**config.mk**
```make
export PLATFORM = sky130hd
export DESIGN_NAME = ddr4_init_seq
export DESIGN_NICKNAME = d
export VERILOG_FILES = /design/src/rtl/ddr4_init_pkg.sv /design/src/rtl/mr_if.sv /design/src/rtl/ddr4_init_seq.sv /design/src/rtl/cmd_decoder.sv /design/src/rtl/mode_reg_file.sv
export VERILOG_INCLUDE_DIRS = /design/src /design/src/rtl
export SDC_FILE = /design/constraint.sdc
export NUM_CORES = 1
export LEC_CHECK = 0
export ABC_AREA = 1
export BUFFER_PORTS_ARGS = -buffer_cell sky130_fd_sc_hd__buf_2
export CAP_MARGIN = 5
export CORE_MARGIN = 3
export CORE_UTILIZATION = 55
export CTS_CLUSTER_SIZE = 10
export DETAILED_ROUTE_END_ITERATION = 7
export HOLD_SLACK_MARGIN = 0.1
export MAX_ROUTING_LAYER = met4
export PLACE_DENSITY_LB_ADDON = 0.05
export SLEW_MARGIN = 20
export SYNTH_ARGS = -nofsm -noshare
export SYNTH_HDL_FRONTEND = slang
export SYNTH_SLANG_ARGS = --single-unit
```
**constraint.sdc**
```tcl
create_clock -name core_clk -period 2.05 [get_ports core_clk]
set_input_delay 0.1025 -clock core_clk [delete_from_list [all_inputs] [get_ports core_clk]]
set_output_delay 0.1025 -clock core_clk [all_outputs]
set_load 0.02 [all_outputs]
```
**src/rtl/ddr4_init_defs.svh**
```systemverilog
// constants for the dram initialization and mode register sequencer
`ifndef DDR4_INIT_DEFS_SVH
`define DDR4_INIT_DEFS_SVH

// mode register geometry
`define MR_W 18
`define MR_NUM 7
`define MR_IDX_W 3
`define SYNC_W 30

// power-up defaults, all fields clear
`define MR_RESET 18'h0_0000
`define MR3_GEARDOWN_BIT 3
`define MR3_PDA_BIT 4
`define MR4_MPS_BIT 1
`define MR4_CAL_HI 8
`define MR4_CAL_LO 6
`define MR5_PAR_HI 2
`define MR5_PAR_LO 0
`define MR1_RTTNOM_HI 10
`define MR1_RTTNOM_LO 8

// timing
`define CLK_PERIOD_NS 10
`define TCK_MIN_XPR 5
`define TXS_CYC 16
`define TMRD_CYC 8
`define TMOD_CYC 24
`define TDLLK_CYC 768
`define TZQINIT_CYC 1024
`define CNT_W 16

// register port map
`define REG_CTRL 8'h00
`define REG_STATUS 8'h04
`define REG_ERR 8'h08
`define REG_MR_BASE 8'h10
`define CTRL_CHECK_BIT 0
`define CTRL_ORDER_BIT 1
`define CTRL_RESET 32'h0000_0001
`define ERR_W 8

`endif

```
**src/rtl/ddr4_init_pkg.sv**
```systemverilog
// types shared by the initialization sequencer modules
`include "ddr4_init_defs.svh"
package ddr4_init_pkg;
   typedef logic [`MR_W-1:0] mrWord_t;
   typedef logic [`MR_IDX_W-1:0] mrIdx_t;
   typedef enum {ST_RESET, ST_WAIT_CKE, ST_XPR, ST_LOAD, ST_ZQ, ST_READY} initState_e;
   typedef enum {CMD_DES, CMD_MRS, CMD_ZQCL, CMD_OTHER} cmd_e;
   typedef struct packed {
      logic resetN;
      logic cke;
      logic odt;
      logic csN;
      logic actN;
      logic rasN;
      logic casN;
      logic weN;
      logic [1:0] bg;
      logic [1:0] ba;
      logic [17:0] addr;
   } pins_s;
endpackage : ddr4_init_pkg

```
**src/rtl/mr_if.sv**
```systemverilog
// carrier between the sequencer and its mode register file
`timescale 1ns/10ps
`default_nettype none
interface mr_if;
   import ddr4_init_pkg::*;
   logic wrEn;
   mrIdx_t wrIdx;
   mrWord_t wrData;
   mrIdx_t rdIdx;
   mrWord_t rdData;
   logic rttNomOn;
   modport seq (output wrEn, output wrIdx, output wrData, output rdIdx,
                input rdData, input rttNomOn);
   modport regs (input wrEn, input wrIdx, input wrData, input rdIdx,
                 output rdData, output rttNomOn);
endinterface : mr_if
`default_nettype wire

```
**src/rtl/ddr4_init_seq.sv**
```systemverilog
// device side power-up, reset and mode register sequencing
`timescale 1ns/10ps
`default_nettype none
`include "ddr4_init_defs.svh"
module ddr4_init_seq
#(
   parameter int unsigned XprCyc = (`TXS_CYC > `TCK_MIN_XPR) ? `TXS_CYC : `TCK_MIN_XPR,
   parameter int unsigned MrdCyc = `TMRD_CYC,
   parameter int unsigned ModCyc = `TMOD_CYC,
   parameter int unsigned DllkCyc = `TDLLK_CYC,
   parameter int unsigned ZqinitCyc = `TZQINIT_CYC
)
(
   // clock and reset
   input wire logic core_clk,
   input wire logic srst,
   // dram pins
   input wire logic resetPinN,
   input wire logic ckePin,
   input wire logic odtPin,
   input wire logic csPinN,
   input wire logic actPinN,
   input wire logic rasPinN,
   input wire logic casPinN,
   input wire logic wePinN,
   input wire logic [1:0] bgPin,
   input wire logic [1:0] baPin,
   input wire logic [17:0] addrPin,
   // register port
   input wire logic [7:0] regAddr,
   input wire logic [31:0] regWdata,
   input wire logic regWr,
   input wire logic regRd,
   output logic [31:0] regRdata,
   // status
   output logic odtTermOn,
   output logic initReady
);
   import ddr4_init_pkg::*;

   localparam logic [`CNT_W-1:0] XprLim = `CNT_W'(XprCyc);
   localparam logic [`CNT_W-1:0] MrdLim = `CNT_W'(MrdCyc);
   localparam logic [`CNT_W-1:0] ModLim = `CNT_W'(ModCyc);
   localparam logic [`CNT_W-1:0] ZqLim = `CNT_W'((DllkCyc > ZqinitCyc) ? DllkCyc : ZqinitCyc);

   logic [`SYNC_W-1:0] sync1_r;
   logic [`SYNC_W-1:0] sync2_r;
   pins_s pins;
   cmd_e cmd;
   mrIdx_t mrIdx;
   initState_e state_r;
   initState_e state_nxt;
   logic [`CNT_W-1:0] sinceCke_r;
   logic [`CNT_W-1:0] sinceMrs_r;
   logic [`CNT_W-1:0] sinceZq_r;
   logic [2:0] loadCnt_r;
   logic [`MR_NUM-1:0] written_r;
   logic odtPrev_r;
   logic [31:0] ctrl_r;
   logic [`ERR_W-1:0] err_r;
   logic [`ERR_W-1:0] errSet;
   logic [`ERR_W-1:0] errClr;
   logic [31:0] rdata_r;
   logic odtTerm_r;
   logic ready_r;
   logic isMrs;
   logic initPhase;
   logic rttNext;

   mr_if mr();

   // two-stage synchronizer on all pins
   always_ff @(posedge core_clk)
   begin
      if (srst)
      begin
         sync1_r <= '0;
         sync2_r <= '0;
      end
      else
      begin
         sync1_r <= {resetPinN, ckePin, odtPin, csPinN, actPinN, rasPinN, casPinN,
                     wePinN, bgPin, baPin, addrPin};
         sync2_r <= sync1_r;
      end
   end

   assign pins = pins_s'(sync2_r);

   cmd_decoder u_dec
   (
      .pins (pins),
      .cmd (cmd),
      .mrIdx (mrIdx)
   );

   mode_reg_file u_mrf
   (
      .core_clk (core_clk),
      .srst (srst),
      .mr (mr)
   );

   assign isMrs = (cmd == CMD_MRS) && pins.resetN && pins.cke;
   assign initPhase = (state_r == ST_XPR) || (state_r == ST_LOAD) || (state_r == ST_ZQ);
   // nominal termination after this load, if it targets MR1
   assign rttNext = (mrIdx == 3'h1) ? |pins.addr[`MR1_RTTNOM_HI:`MR1_RTTNOM_LO]
                                    : mr.rttNomOn;

   // loads only reach the mode register file, allowed in any state past CKE
   assign mr.wrEn = isMrs && (state_r != ST_RESET) && (state_r != ST_WAIT_CKE);
   assign mr.wrIdx = mrIdx;
   assign mr.wrData = pins.addr;
   assign mr.rdIdx = mrIdx_t'(regAddr[4:2] - 3'h4);

   // expected initialization load order
   function automatic mrIdx_t seqIdx(input logic [2:0] n);
      mrIdx_t r;
      r = 3'h0;
      unique case (n)
         3'h0: r = 3'h3;
         3'h1: r = 3'h6;
         3'h2: r = 3'h5;
         3'h3: r = 3'h4;
         3'h4: r = 3'h2;
         3'h5: r = 3'h1;
         3'h6: r = 3'h0;
         3'h7: r = 3'h7;
      endcase
      return r;
   endfunction : seqIdx

   always_comb
   begin
      state_nxt = state_r;
      unique case (state_r)
         ST_RESET: if (pins.resetN) state_nxt = ST_WAIT_CKE;
         ST_WAIT_CKE: if (pins.cke) state_nxt = ST_XPR;
         ST_XPR: if (isMrs) state_nxt = ST_LOAD;
         ST_LOAD: if (cmd == CMD_ZQCL) state_nxt = ST_ZQ;
         ST_ZQ: if (sinceZq_r >= ZqLim) state_nxt = ST_READY;
         ST_READY: state_nxt = ST_READY;
      endcase
      // any reset pulse restarts the whole power-up sequence
      if (!pins.resetN)
         state_nxt = ST_RESET;
   end

   always_ff @(posedge core_clk)
   begin
      if (srst)
         state_r <= ST_RESET;
      else
         state_r <= state_nxt;
   end

   // cycle counters, saturating
   always_ff @(posedge core_clk)
   begin
      if (srst || state_r == ST_WAIT_CKE || state_r == ST_RESET)
         sinceCke_r <= '0;
      else if (sinceCke_r != '1)
         sinceCke_r <= sinceCke_r + `CNT_W'(1);
   end

   always_ff @(posedge core_clk)
   begin
      if (srst || isMrs)
         sinceMrs_r <= '0;
      else if (sinceMrs_r != '1)
         sinceMrs_r <= sinceMrs_r + `CNT_W'(1);
   end

   always_ff @(posedge core_clk)
   begin
      if (srst || state_r != ST_ZQ)
         sinceZq_r <= '0;
      else if (sinceZq_r != '1)
         sinceZq_r <= sinceZq_r + `CNT_W'(1);
   end

   // load bookkeeping during initialization
   always_ff @(posedge core_clk)
   begin
      if (srst || state_r == ST_RESET)
      begin
         loadCnt_r <= 3'h0;
         written_r <= '0;
      end
      else if (mr.wrEn && mrIdx < mrIdx_t'(`MR_NUM))
      begin
         if (loadCnt_r != 3'h7)
            loadCnt_r <= loadCnt_r + 3'h1;
         written_r[mrIdx] <= 1'b1;
      end
   end

   always_ff @(posedge core_clk)
   begin
      if (srst)
         odtPrev_r <= 1'b0;
      else
         odtPrev_r <= pins.odt;
   end

   // protocol checks on the controller
   always_comb
   begin
      errSet = '0;
      errSet[0] = initPhase && !pins.cke && pins.resetN;
      errSet[1] = isMrs && state_r == ST_XPR && sinceCke_r < XprLim;
      errSet[2] = isMrs && initPhase && state_r != ST_XPR && sinceMrs_r < MrdLim;
      errSet[3] = (cmd == CMD_OTHER || cmd == CMD_ZQCL) && sinceMrs_r < ModLim
                  && state_r != ST_XPR && pins.cke;
      errSet[4] = ctrl_r[`CTRL_ORDER_BIT] && ((isMrs && state_r != ST_READY
                  && mrIdx != seqIdx(loadCnt_r))
                  || (cmd == CMD_ZQCL && state_r == ST_LOAD && !(&written_r)));
      errSet[5] = initPhase && sinceCke_r != '0 && pins.odt != odtPrev_r;
      // termination touched: ODT low at the load and through tMOD
      errSet[6] = (mr.rttNomOn || rttNext) && pins.odt
                  && (isMrs || (sinceMrs_r < ModLim && state_r != ST_XPR));
      errSet[6] = errSet[6] || (isMrs && initPhase && rttNext && pins.odt);
      errSet[7] = state_r == ST_LOAD && cmd == CMD_OTHER;
      errSet[7] = errSet[7] || (cmd == CMD_MRS && pins.resetN && state_r == ST_READY
                  && !pins.cke);
      if (!ctrl_r[`CTRL_CHECK_BIT])
         errSet = '0;
   end

   assign errClr = (regWr && regAddr == `REG_ERR) ? regWdata[`ERR_W-1:0] : '0;

   // set beats clear on the same cycle
   always_ff @(posedge core_clk)
   begin
      if (srst)
         err_r <= '0;
      else
         err_r <= (err_r & ~errClr) | errSet;
   end

   always_ff @(posedge core_clk)
   begin
      if (srst)
         ctrl_r <= `CTRL_RESET;
      else if (regWr && regAddr == `REG_CTRL)
         ctrl_r <= {30'h0, regWdata[1:0]};
   end

   // read data valid only in the cycle after the strobe
   always_ff @(posedge core_clk)
   begin
      if (srst || !regRd)
         rdata_r <= '0;
      else if (regAddr == `REG_CTRL)
         rdata_r <= ctrl_r;
      else if (regAddr == `REG_STATUS)
         rdata_r <= {16'h0, 1'b0, written_r, 5'h0, 3'(state_r)};
      else if (regAddr == `REG_ERR)
         rdata_r <= {24'h0, err_r};
      else if (regAddr >= `REG_MR_BASE && regAddr <= 8'h28 && regAddr[1:0] == 2'h0)
         rdata_r <= {14'h0, mr.rdData};
      else
         rdata_r <= '0;
   end

   // termination: off in reset and until CKE first high, ignored when disabled
   always_ff @(posedge core_clk)
   begin
      if (srst || state_r == ST_RESET || state_r == ST_WAIT_CKE)
         odtTerm_r <= 1'b0;
      else
         odtTerm_r <= pins.odt && mr.rttNomOn;
   end

   always_ff @(posedge core_clk)
   begin
      if (srst)
         ready_r <= 1'b0;
      else
         ready_r <= state_nxt == ST_READY;
   end

   assign regRdata = rdata_r;
   assign odtTermOn = odtTerm_r;
   assign initReady = ready_r;

   a_odt_hiz:
   assert property (@(posedge core_clk) disable iff (srst)
      (state_r == ST_RESET || state_r == ST_WAIT_CKE) |=> !odtTermOn)
      else $error("termination enabled before CKE high");

   a_odt_ignore:
   assert property (@(posedge core_clk) disable iff (srst)
      (isMrs && !mr.rttNomOn && !rttNext) |=> (!err_r[6] || $past(err_r[6])))
      else $error("odt level flagged while nominal termination off");

   a_odt_noterm:
   assert property (@(posedge core_clk) disable iff (srst)
      !mr.rttNomOn |=> !odtTermOn)
      else $error("termination on while nominal termination disabled");

   a_mrs_anytime:
   assert property (@(posedge core_clk) disable iff (srst)
      (state_r == ST_READY && isMrs && pins.resetN) |-> mr.wrEn ##1 state_r == ST_READY)
      else $error("load in ready state not accepted");

   a_ready_timing:
   assert property (@(posedge core_clk) disable iff (srst)
      (state_r == ST_ZQ && !initReady) [*2] |-> sinceZq_r <= ZqLim)
      else $error("ready late after calibration wait");
endmodule : ddr4_init_seq
`default_nettype wire

```
**src/rtl/cmd_decoder.sv**
```systemverilog
// decodes synchronized command pins into a command and a register index
`timescale 1ns/10ps
`default_nettype none
module cmd_decoder
(
   // pins after synchronizer
   input wire ddr4_init_pkg::pins_s pins,
   // decoded
   output ddr4_init_pkg::cmd_e cmd,
   output ddr4_init_pkg::mrIdx_t mrIdx
);
   import ddr4_init_pkg::*;

   function automatic cmd_e decodeCmd(input pins_s p);
      cmd_e c;
      c = CMD_OTHER;
      if (p.csN)
         c = CMD_DES;
      else if (p.actN && !p.rasN && !p.casN && !p.weN)
         c = CMD_MRS;
      else if (p.actN && p.rasN && p.casN && !p.weN && p.addr[10])
         c = CMD_ZQCL;
      return c;
   endfunction : decodeCmd

   assign cmd = decodeCmd(pins);
   // bank group 0 is the top bit of the index
   assign mrIdx = {pins.bg[0], pins.ba[1], pins.ba[0]};
endmodule : cmd_decoder
`default_nettype wire

```
**src/rtl/mode_reg_file.sv**
```systemverilog
// seven mode registers, loaded whole by each accepted mode register set to index 0 to 6
`timescale 1ns/10ps
`default_nettype none
`include "ddr4_init_defs.svh"
module mode_reg_file
(
   // clock and reset
   input wire logic core_clk,
   input wire logic srst,
   // sequencer side
   mr_if.regs mr
);
   import ddr4_init_pkg::*;

   logic [`MR_NUM-1:0][`MR_W-1:0] regs_r;

   // every field of the selected register is replaced
   always_ff @(posedge core_clk)
   begin
      if (srst)
         regs_r <= '{default: `MR_RESET};
      else if (mr.wrEn && mr.wrIdx < mrIdx_t'(`MR_NUM))
         regs_r[mr.wrIdx] <= mr.wrData;
   end

   assign mr.rdData = (mr.rdIdx < mrIdx_t'(`MR_NUM)) ? regs_r[mr.rdIdx] : '0;
   assign mr.rttNomOn = |regs_r[1][`MR1_RTTNOM_HI:`MR1_RTTNOM_LO];

   a_mrs_index:
   assert property (@(posedge core_clk) disable iff (srst)
      (mr.wrEn && mr.wrIdx == 3'h3) |=> regs_r[3] == $past(mr.wrData))
      else $error("mode register three not loaded from its index");

   a_mrs_whole:
   assert property (@(posedge core_clk) disable iff (srst)
      (mr.wrEn && mr.wrIdx < mrIdx_t'(`MR_NUM)) |=> regs_r[$past(mr.wrIdx)] == $past(mr.wrData))
      else $error("mode register set did not replace all fields");

   a_mrs_stable:
   assert property (@(posedge core_clk) disable iff (srst)
      !mr.wrEn |=> $stable(regs_r))
      else $error("mode registers changed without a write");

   a_reset_default:
   assert property (@(posedge core_clk)
      $fell(srst) |-> (!regs_r[3][`MR3_GEARDOWN_BIT] && !regs_r[3][`MR3_PDA_BIT]
         && !regs_r[4][`MR4_MPS_BIT] && regs_r[4][`MR4_CAL_HI:`MR4_CAL_LO] == 3'h0
         && regs_r[5][`MR5_PAR_HI:`MR5_PAR_LO] == 3'h0))
      else $error("mode register defaults wrong after reset");
endmodule : mode_reg_file
`default_nettype wire

```
==> impl_results.md, run 1 <==
* Status: complete, no violations
* Synth Area in Simple Gates at 28.8%
* Clock Sink Count at 308
* Main synth FF type: dfxtp_1
* Initial detailed-routing violation count at 1129
* CTS tree: yes
* Total Routing Usage GR at 28.7%
* Logic gate share of total power at 4.8%
* Gpl congestion at 0.925
* First-pass GRT wire length at 55.6 mm
* Final WL at 34.9 mm
* Startpoint types: input port
* Worst-margin pin slew at 0.817 ns
* Synth Instances at 1704
* Inserted Clock Buffers at 37
* Post-synthesis cell area at 12700 um^2
* Avg Cell Area, Syn at 7.46 um^2
* Clock buffer depth at 3
* Clock power share at 45.6%
* Initial antenna violation count at 0
* Post-DP Area at 13600 um^2
* Post-synth ARST share at 0%
* Initial core utilization at 57.2%
* Vias after detailed routing at 11636
* Setup-failing EPs final at 0
* Reg power frac at 49.7%
* Clk_skew at 0.0151 ns
* Synth warn at 0
* Post-route insts no fill at 2161
* WL per Instance at 16.1 um
* Die outline height at 158 um
* GRT overflow at 0
* Max transition margin at 45.5%
* Crit path kind: input port to flop
* Ant. Diodes at 0
* Core area at 22200 um^2
* WP data arrival at 2.38 ns
* Highest-count cells in the layout ignoring fill and taps: nand2_1 (367), dfxtp_1 (307), a21oi_1 (200), nand3_1 (192), inv_1 (168)
* Largest net degree at the start of global routing at 170
* Hold crit path type: input port to flop
* Post-DP HPWL at 22.0 mm
* Largest family of logic cells by synthesized area: simple AND/OR/NAND/NOR gates
* Max_cap viols at 0
* Switching part of the total at 22.3%
* PD cells at 816 nW/um^2
* Worst r2r src: state_r[28]$_SDFF_PP0_
* H-Tree Depth at 2
* Cells after DPL at 2066
* Min-delay src: regAddr[4]
* IO Pins at 108
* Layout Nets at 1957
* Max Clk Rate at 515 MHz
* Worst setup path startpoint: regAddr[1]
* Pint at 9630 uW
* Clock Latency Late Sink at 0.51 ns
* Reg2reg path depth at 13
* Multiplexer area fraction after synthesis at 0%
* Vias in the first global route at 10959
* P_leak at 0.00604 uW
* Die W at 158 um
* Drt pass-1 iters at 5
* Minimum clock period at 1.94 ns
* Fin util at 68.4%
* Final Cycle Share at 94.8%
* Endpoints failing hold at 0
* Yosys cell types at 49
* Post-synth EDFFs at 0
* Crit. End Element: flop
* Max VDD drop at 0.732 mV
* Post-synthesis sequential element count at 308
* Worst hold path stage count at 4
* Area delta synth->final at 19.6%
* # DRC at 0
* Setup_tns at 0 ns
* Reg clk slew, reported paths at 0.05 ns
* Die Area at 25000 um^2
* Req. time, crit path at 2.49 ns
* Compound-cell area share of the yosys netlist at 11.7%
* Port bufs at 68
* RSZ-0062 raised after global routing: yes
* Overall power at 12400 uW
* Design area at 15200 um^2
* Synth Area in XOR/XNOR at 0.620%
* Sequential cell area fraction in the yosys report at 48.5%
* Site Rows at 54
* Commonest non-fill, non-tap cell in the layout: nand2_1
* Detail Route Antenna Nets at 0
* Slew Limit Fails at 0
* Net Sw Power at 2770 uW
* Layout cell share with drive strength beyond 1 at 12.2%
* Root cell of the clock tree: clkbuf_16
* Routed vias/inst at 5.38
* Crit Path Max Fanout at 5
* Post-Synth Adder-Cell Area at 0.886%
==> cells in the mapped netlist, types with 2 or more instances <==
cell type	number	area, um^2
o2111ai_1	2	17.5
a21oi_1	200	1000
nand4_1	34	213
xor2_1	7	61.3
nand3_1	195	976
nor2_1	177	664
clkbuf_2	2	10.0
o21a_1	3	22.5
o211ai_1	6	45.0
clkbuf_1	47	176
nand2_1	371	1390
nand2_2	6	37.5
buf_2	12	60.1
a211oi_1	4	30.0
a31oi_1	5	31.3
dfxtp_1	308	6170
buf_8	8	120
a22o_1	6	52.6
nor2_4	5	56.3
buf_4	16	120
nor3b_1	2	15.0
clkinv_1	2	7.51
a22oi_1	9	67.6
ha_1	9	113
xnor2_1	2	17.5
nor3_1	31	155
nor2_2	3	18.8
or2_2	4	25.0
nand2_8	2	40.0
inv_1	170	638
buf_6	3	33.8
inv_2	4	15.0
o21ai_0	33	165
==> layout make-up <==
type	count	area, um^2
sequential	308	6170
clock buffer	43	980
tap	280	350
multi-input combinational	1172	5570
fill	1885	7030
clock inverter	3	26.3
inverter	177	669
timing repair buffer	178	1440
==> worst paths after layout <==
kind / slack, ns / end
setup / recovery: 0.11 / ctrl_r[0]$_SDFFE_PP1P_
hold / removal: 0.17 / regRdata[15]$_SDFF_PP0_
setup reg to reg: 0.14 / flop
hold reg to reg: 0.40 / pins[26]$_SDFF_PP0_
==> power groups by stage <==
stage          registers [uW]  clock network, uW  logic (uW)
3_3_place_gp             6280                  0         505
4_1_cts                  6150               5740         570
2_1_floorplan            6260                  0         332
3_5_place_dp             6280                  0         507
6_report                 6160               5650         592
5_1_grt                  6160               5990         648
==> kinds of logic (layout without fill, tap and decap cells) <==
| family | after synthesis | count (layout) |
|---|---|---|
| adders and majority gates | 9 | 9 |
| DFF | 308 | 308 |
| xor gates and xnor gates | 9 | 9 |
| and+or+nand+nor | 837 | 837 |
| buffers and inverters | 266 | 401 |
| other | 1 | 43 |
| AOI/OAI and AO/OA | 274 | 274 |
==> worst max-delay path, stage by stage <==
cell and delay (ns):
buf_2 0.09, or2_2 0.33, nor2_1 0.11, inv_1 0.07
nor3_1 0.23, buf_4 0.20, nand3_1 0.06, dlygate4sd3_1 0.56
nand3_1 0.08, dlygate4sd3_1 0.55
==> sequential cells by signal, indices dropped and copies added, names as in the netlist, named ones only <==
register      count
sinceZq_r        16
err_r             8
regRdata         18
loadCnt_r         3
sync1_r          29
sinceCke_r       16
state_r          32
sinceMrs_r       16
odtPrev_r         1
odtTermOn         1
written_r         7
initReady         1
ctrl_r            2
pins             29
u_mrf.regs_r    126
==> per-layer routing <==
metal	up-vias	track usage [%]	routed length (um)
li1	5818	-	-
met1	5320	38.3	15400
met2	429	44.6	15900
met3	69	4.81	2660
met4	0	9.42	945
met5	-	-	0
==> metrics by stage <==
| stage | hold WS [ns] | setup slack (ns) |
|---|---|---|
| floorplan | 0.209 | 0.209 |
| global placement | 0.302 | 0.0686 |
| detailed placement | 0.308 | -0.0365 |
| CTS | 0.153 | 0.0190 |
| global route | 0.202 | -0.0271 |
| finish | 0.171 | 0.107 |
==> what timing repair did <==
| item | 4_1_cts | 5_1_grt |
|---|---|---|
| pin swaps | 0 | 9 |
| hold endpoints to repair | 58 | 0 |
| hold buffers | 44 | 0 |
| gates cloned | 0 | 1 |
| setup endpoints to repair | 8 | 103 |
| buffers inserted | 0 | 4 |
| gates resized for setup | 6 | 21 |
(Power assumes the default switching activity.)
==> run 2, diff against run 1 <==
==> constraint.sdc (replaced) <==
create_clock -name core_clk -period 2 [get_ports core_clk]
set_input_delay 0.1 -clock core_clk [delete_from_list [all_inputs] [get_ports core_clk]]
set_output_delay 0.1 -clock core_clk [all_outputs]
set_load 0.02 [all_outputs]
==> impl_results.md, run 2 (synthesis gave the netlist of run 1 again) <==
* Status: complete, no violations
* Critical path's slowest cell: dfxtp_1
* Total Routing Usage GR at 27.9% (-0.80 points)
* Vias after detailed routing at 11724 (+0.76%)
* Inserted Clock Buffers at 37 (unchanged)
* Startpoint types: flop
* Layout cell share with drive strength beyond 1 at 11.8% (-0.44 points)
* Max Clk Rate at 524 MHz
* Die Area at 25000 um^2 (unchanged)
* GRT overflow at 0 (unchanged)
* Routed vias/inst at 5.42 (+0.66%)
* Initial detailed-routing violation count at 1039 (-8.0%)
* Max VDD drop at 0.648 mV (-12%)
* Post-DP Area at 13700 um^2 (+0.62%)
* Reg2reg path depth at 12 (-1)
* PnR worst setup slack at 0.0920 ns (-0.0148 ns)
* Final WL at 34.1 mm (-2.2%)
* Final Cycle Share at 95.4%
* Hold crit path type: input port to flop
* Clock Latency Late Sink at 0.51 ns (about the same)
* Layout Nets at 1962 (+0.26%)
* Crit Path Max Fanout at 6 (+1)
* Cells after DPL at 2074 (+0.39%)
* Clock Sink Count at 308 (unchanged)
* First-pass GRT wire length at 54.3 mm (-2.4%)
* R2R Setup Slk at 0.09 ns (-0.05 ns)
* Max incr delay on CP at 0.34 ns (-0.22 ns)
* RSZ-0062 raised after global routing: yes
* Worst r2r src: state_r[2]$_SDFF_PP0_
* Worst-margin pin slew at 0.502 ns (-0.315 ns)
* # DRC at 0 (unchanged)
* Clk_skew at 0.0181 ns (+0.00298 ns)
* Design area at 15300 um^2 (+0.34%)
* Minimum clock period at 1.91 ns
* Ant. Diodes at 0 (unchanged)
* Post-DP HPWL at 21.7 mm (-1.3%)
* Overall power at 12700 uW (+2.1%)
* Max_cap viols at 0 (unchanged)
* Core area at 22200 um^2 (unchanged)
* Highest-count cells in the layout ignoring fill and taps: nand2_1 (370), dfxtp_1 (308), a21oi_1 (200), nand3_1 (192), inv_1 (170)
* Die outline height at 158 um (unchanged)
* Max FFs per register at 126 (unchanged)
* Initial antenna violation count at 0 (unchanged)
* IO Pins at 108 (unchanged)
* Critical path cell sequence: nor2_1 > buf_4 > nand4_1 > inv_1 > nand2_2 > nand3_1 > nand2_1 > nand2_1 > nand2_1 > ha_1 > nand3b_1 > nand2_1
* Largest registers: u_mrf.regs_r (126), state_r (32)
* Detail Route Antenna Nets at 0 (unchanged)
* Die W at 158 um (unchanged)
* Slew Limit Fails at 0 (unchanged)
* Commonest non-fill, non-tap cell in the layout: nand2_1
* Crit. End Element: flop
* PD cells at 830 nW/um^2 (+1.7%)
* Worst setup path startpoint: state_r[2]$_SDFF_PP0_
* Endpoints failing hold at 0 (unchanged)
* Area delta synth->final at 20.0%
* Initial core utilization at 57.2% (unchanged)
* Largest net degree at the start of global routing at 98 (-42%)
* Crit path kind: flop to flop
* Root cell of the clock tree: clkbuf_16
* H-Tree Depth at 2 (unchanged)
* Top reg by flops: u_mrf.regs_r
* Port bufs at 68 (unchanged)
* Setup-failing EPs final at 0 (unchanged)
* Max transition margin at 66.5% (+21 points)
* CP most frequent cell: nand2_1
* Reg clk slew, reported paths at 0.06 ns (about the same)
* Setup bufs post-CTS at 0 (unchanged)
* Clock buffer depth at 3 (unchanged)
* Site Rows at 54 (unchanged)
* Gpl congestion at 0.954 (+3.1%)
* Post-route insts no fill at 2163 (+0.093%)
* WP data arrival at 2.36 ns (-0.02 ns)
* P_leak at 0.00606 uW (+0.28%)
* WL per Instance at 15.8 um (-2.3%)
* Setup_tns at 0 ns (unchanged)
* Drt pass-1 iters at 6 (+1)
* Vias in the first global route at 10677 (-2.6%)
* Post-Place Setup Slack at 0.0146 ns (+0.0511 ns)
* CTS tree: yes
* Req. time, crit path at 2.46 ns (-0.03 ns)
-- run 2: cell types whose count changed in the layout (fill, tap and decap cells not counted), sizes merged --
cell         before  now
buf             133  137
clkbuf           44   42
clkinv            5    3
dlygate4sd3      44   45
inv             175  176
-- run 2: final cells by class --
class / count / area, um^2
Fill cell: 1867 / 6980
Sequential cell: 308 / 6170
Multi-Input combinational cell: 1172 / 5550
Timing Repair Buffer: 183 / 1520
Clock buffer: 41 / 972
Inverter: 177 / 672
Tap cell: 280 / 350
Clock inverter: 2 / 25.0
-- run 2: how the worst min path moves through the flow --
stage / startpoint / end / slack (ns) / cells past startpoint
floorplan: addrPin[0] / sync1_r[0]$_SDFF_PP0_ / 0.21 / 2
global placement: addrPin[14] / sync1_r[14]$_SDFF_PP0_ / 0.30 / 3
detailed placement: bgPin[0] / sync1_r[20]$_SDFF_PP0_ / 0.31 / 3
CTS: regAddr[0] / regRdata[5]$_SDFF_PP0_ / 0.20 / 7
global route: regAddr[4] / regRdata[15]$_SDFF_PP0_ / 0.27 / 4
finish: regAddr[0] / regRdata[5]$_SDFF_PP0_ / 0.23 / 7
-- run 2: per-stage QoR --
stage | util (%) | hold slack (ns)
floorplan | - | 0.207
global placement | 61.7 | 0.300
detailed placement | 61.7 | 0.308
CTS | 68.2 | 0.202
global route | 68.6 | 0.270
finish | 68.6 | 0.233
-- run 2: metal layers --
| metal | vias up | share of wire [%] | global-route usage [%] |
|---|---|---|---|
| met2 | 443 | 44 | 42.7 |
| li1 | 5817 | - | - |
| met4 | 0 | 3.2 | 9.67 |
| met1 | 5389 | 45 | 37.7 |
| met5 | - | 0 | - |
| met3 | 75 | 7.8 | 4.43 |
-- run 2: worst max-delay path: cells and delay by family, from the launching register on --
kind                     cells  cell delay, ns
AND/OR/NAND/NOR              9            0.97
flip-flops                   1            0.34
adder cells (fa/ha/maj)      1            0.29
buffers and inverters        2            0.24
-- run 2: timing repair --
action,CTS,global route
setup endpoints to repair,2,117
hold buffers,45,0
gates resized for setup,2,17
endpoints found under the hold margin,58,0
gates cloned,0,1
pin swaps,0,2
-- run 2: report_power, final --
part / total (uW) / switching, uW / internal (uW)
clock network: 5730 / 2330 / 3400
registers: 6310 / 64.7 / 6240
logic: 618 / 397 / 221
==> run 3, diff against run 2 <==
--- a/config.mk
+++ b/config.mk
@@ -16,6 +16,7 @@
 export HOLD_SLACK_MARGIN = 0.1
 export MAX_ROUTING_LAYER = met4
 export PLACE_DENSITY_LB_ADDON = 0.05
+export REMOVE_ABC_BUFFERS = 1
 export SLEW_MARGIN = 20
 export SYNTH_ARGS = -nofsm -noshare
 export SYNTH_HDL_FRONTEND = slang
==> impl_results.md, run 3 (synthesis gave the netlist of run 1 again) <==
* Status: complete, no violations
* Post-DP HPWL at 21.0 mm (-2.9%)
* Worst-margin pin slew at 0.797 ns (+0.295 ns)
* IO Pins at 108 (unchanged)
* Largest net degree at the start of global routing at 173 (+77%)
* Final Cycle Share at 95.3% (about the same)
* Endpoints failing hold at 0 (unchanged)
* Startpoint types: flop
* Max incr delay on CP at 0.29 ns (-0.05 ns)
* Highest-count cells in the layout ignoring fill and taps: nand2_1 (365), dfxtp_1 (307), a21oi_1 (200), nand3_1 (190)
* WP data arrival at 2.26 ns (-0.10 ns)
* Fillers at 1887 (+1.1%)
* Layout Nets at 1973 (+0.56%)
* Commonest non-fill, non-tap cell in the layout: nand2_1
* Vias in the first global route at 10722 (+0.42%)
* Root cell of the clock tree: clkbuf_16
* Clock buffer depth at 3 (unchanged)
* Fin util at 69.6% (+0.95 points)
* GRT overflow at 0 (unchanged)
* Req. time, crit path at 2.35 ns (-0.11 ns)
* Port bufs at 68 (unchanged)
* H-Tree Depth at 2 (unchanged)
* CTS tree: yes
* Routed vias/inst at 5.36 (-1.2%)
* Kind of cell adding the most delay to the critical path: simple AND/OR/NAND/NOR gates
* Initial core utilization at 57.2% (unchanged)
* Die outline height at 158 um (unchanged)
* Critical path cell sequence: inv_1 > nand2_4 > nor2_4 > nand3_2 > inv_2 > nand2_2 > nor2_4 > nand2_4 > inv_6 > buf_12 > nand2_8 > nand2_1 > a21oi_1
* Crit Path Max Fanout at 18 (+12)
* Detail Route Antenna Nets at 0 (unchanged)
* Max VDD drop at 0.747 mV (+15%)
* Clock Sink Count at 308 (unchanged)
* Minimum clock period at 1.91 ns (-0.00129 ns)
* Min-delay src: regAddr[3]
* Largest registers: u_mrf.regs_r (126), state_r (32)
* WP buf/inv at 4 (+2)
* Hold crit path type: input port to flop
* Core area at 22200 um^2 (unchanged)
* Max Clk Rate at 524 MHz (about the same)
* Reg clk slew, reported paths at 0.05 ns (about the same)
* Initial detailed-routing violation count at 977 (-6.0%)
* Design area at 15500 um^2 (+1.4%)
* First-pass GRT wire length at 53.8 mm (-0.79%)
* Vias after detailed routing at 11673 (-0.44%)
* Clock Latency Late Sink at 0.51 ns (about the same)
* Setup-failing EPs final at 0 (unchanged)
* WL per Instance at 15.6 um (-1.2%)
* Max_cap viols at 0 (unchanged)
* Slew Limit Fails at 0 (unchanged)
* Final WL at 33.9 mm (-0.45%)
* Crit. End Element: flop
* Die Area at 25000 um^2 (unchanged)
* RSZ-0062 raised after global routing: yes
* Critical path's slowest cell: dfxtp_1
* Inserted Clock Buffers at 37 (unchanged)
* Initial antenna violation count at 0 (unchanged)
* Max transition margin at 46.9% (-20 points)
* Layout cell share with drive strength beyond 1 at 12.8% (+1.1 points)
* Drt pass-1 iters at 5 (-1)
* Die W at 158 um (unchanged)
* Setup_tns at 0 ns (unchanged)
* Worst r2r src: pins[22]$_SDFF_PP0_
* Worst setup path startpoint: pins[22]$_SDFF_PP0_
* Ant. Diodes at 0 (unchanged)
* Crit path kind: flop to flop
* Site Rows at 54 (unchanged)
* Post-DP Area at 13700 um^2 (-0.15%)
* Top reg by flops: u_mrf.regs_r
* PD cells at 835 nW/um^2 (+0.68%)
* Max FFs per register at 126 (unchanged)
* Gpl congestion at 0.912 (-4.4%)
* P_leak at 0.00619 uW (+2.1%)
* Clk_skew at 0.00958 ns (-0.00853 ns)
* Area delta synth->final at 21.7%
* # DRC at 0 (unchanged)
* Total Routing Usage GR at 27.4% (-0.42 points)
run 3: where the power goes:
group          leakage [uW]  total, uW  switching (uW)  internal, uW
registers           0.00251       6310            66.1          6240
logic               0.00317        612             387           225
clock network      0.000514       6000            2360          3640
total               0.00619      12900            2820         10100
run 3: routing by layer:
metal | wire length, um | track usage (%) | up-vias | part of all wire (%)
met3 | 2140 | 3.77 | 62 | 6.3
met1 | 15200 | 37.0 | 5375 | 45
li1 | - | - | 5857 | -
met4 | 827 | 7.99 | 0 | 2.4
met5 | 0 | - | - | 0
met2 | 15700 | 43.4 | 379 | 46
run 3: timing repair:
item                                    in CTS  in global routing
endpoints found under the setup margin      22                137
buffers inserted                             0                  7
gates cloned                                 0                  2
hold buffers                                49                  0
endpoints found under the hold margin       49                  0
gates resized for setup                      3                 34
pin swaps                                    0                 13
run 3: worst reg2reg max path, cell delays in order, from the launching register on:
cell and delay [ns]:
dfxtp_1 0.29, inv_1 0.08, nand2_4 0.08, nor2_4 0.12, nand3_2 0.12, inv_2 0.09
nand2_2 0.06, nor2_4 0.15, nand2_4 0.09, inv_6 0.16, buf_12 0.19, nand2_8 0.16
nand2_1 0.10, a21oi_1 0.06
run 3: area by class of cell:
cell class / instances / area (um^2) / area share, %
Inverter: 177 / 669 / 4.33
Clock inverter: 2 / 38.8 / 0.251
Timing Repair Buffer: 194 / 1610 / 10.4
Multi-Input combinational cell: 1172 / 5610 / 36.3
Clock buffer: 46 / 1010 / 6.55
Sequential cell: 308 / 6170 / 39.9
Tap cell: 280 / 350 / 2.27
run 3: final timing paths:
path | endpoint | slack, ns | depth (start not counted)
worst max-delay path | u_mrf.regs_r[96]$_SDFFE_PP0P_ | 0.09 | 13
worst min-delay path | regRdata[12]$_SDFF_PP0_ | 0.17 | 5
worst max register to register | u_mrf.regs_r[96]$_SDFFE_PP0P_ | 0.09 | 13
worst min register to register | pins[24]$_SDFF_PP0_ | 0.39 | 2
run 3: stage by stage:
| step | std cells | hold slack [ns] | setup WS, ns | power (uW) |
|---|---|---|---|---|
| 5_1_grt | 2179 | 0.222 | -0.0400 | 13400 |
| 3_5_place_dp | 2073 | 0.306 | -0.0526 | 6950 |
| 6_report | 2179 | 0.170 | 0.0933 | 12900 |
| 2_1_floorplan | 1657 | 0.169 | -0.491 | 6660 |
| 3_3_place_gp | 2073 | 0.298 | 0.0241 | 6950 |
| 4_1_cts | 2170 | 0.158 | -0.00793 | 13000 |
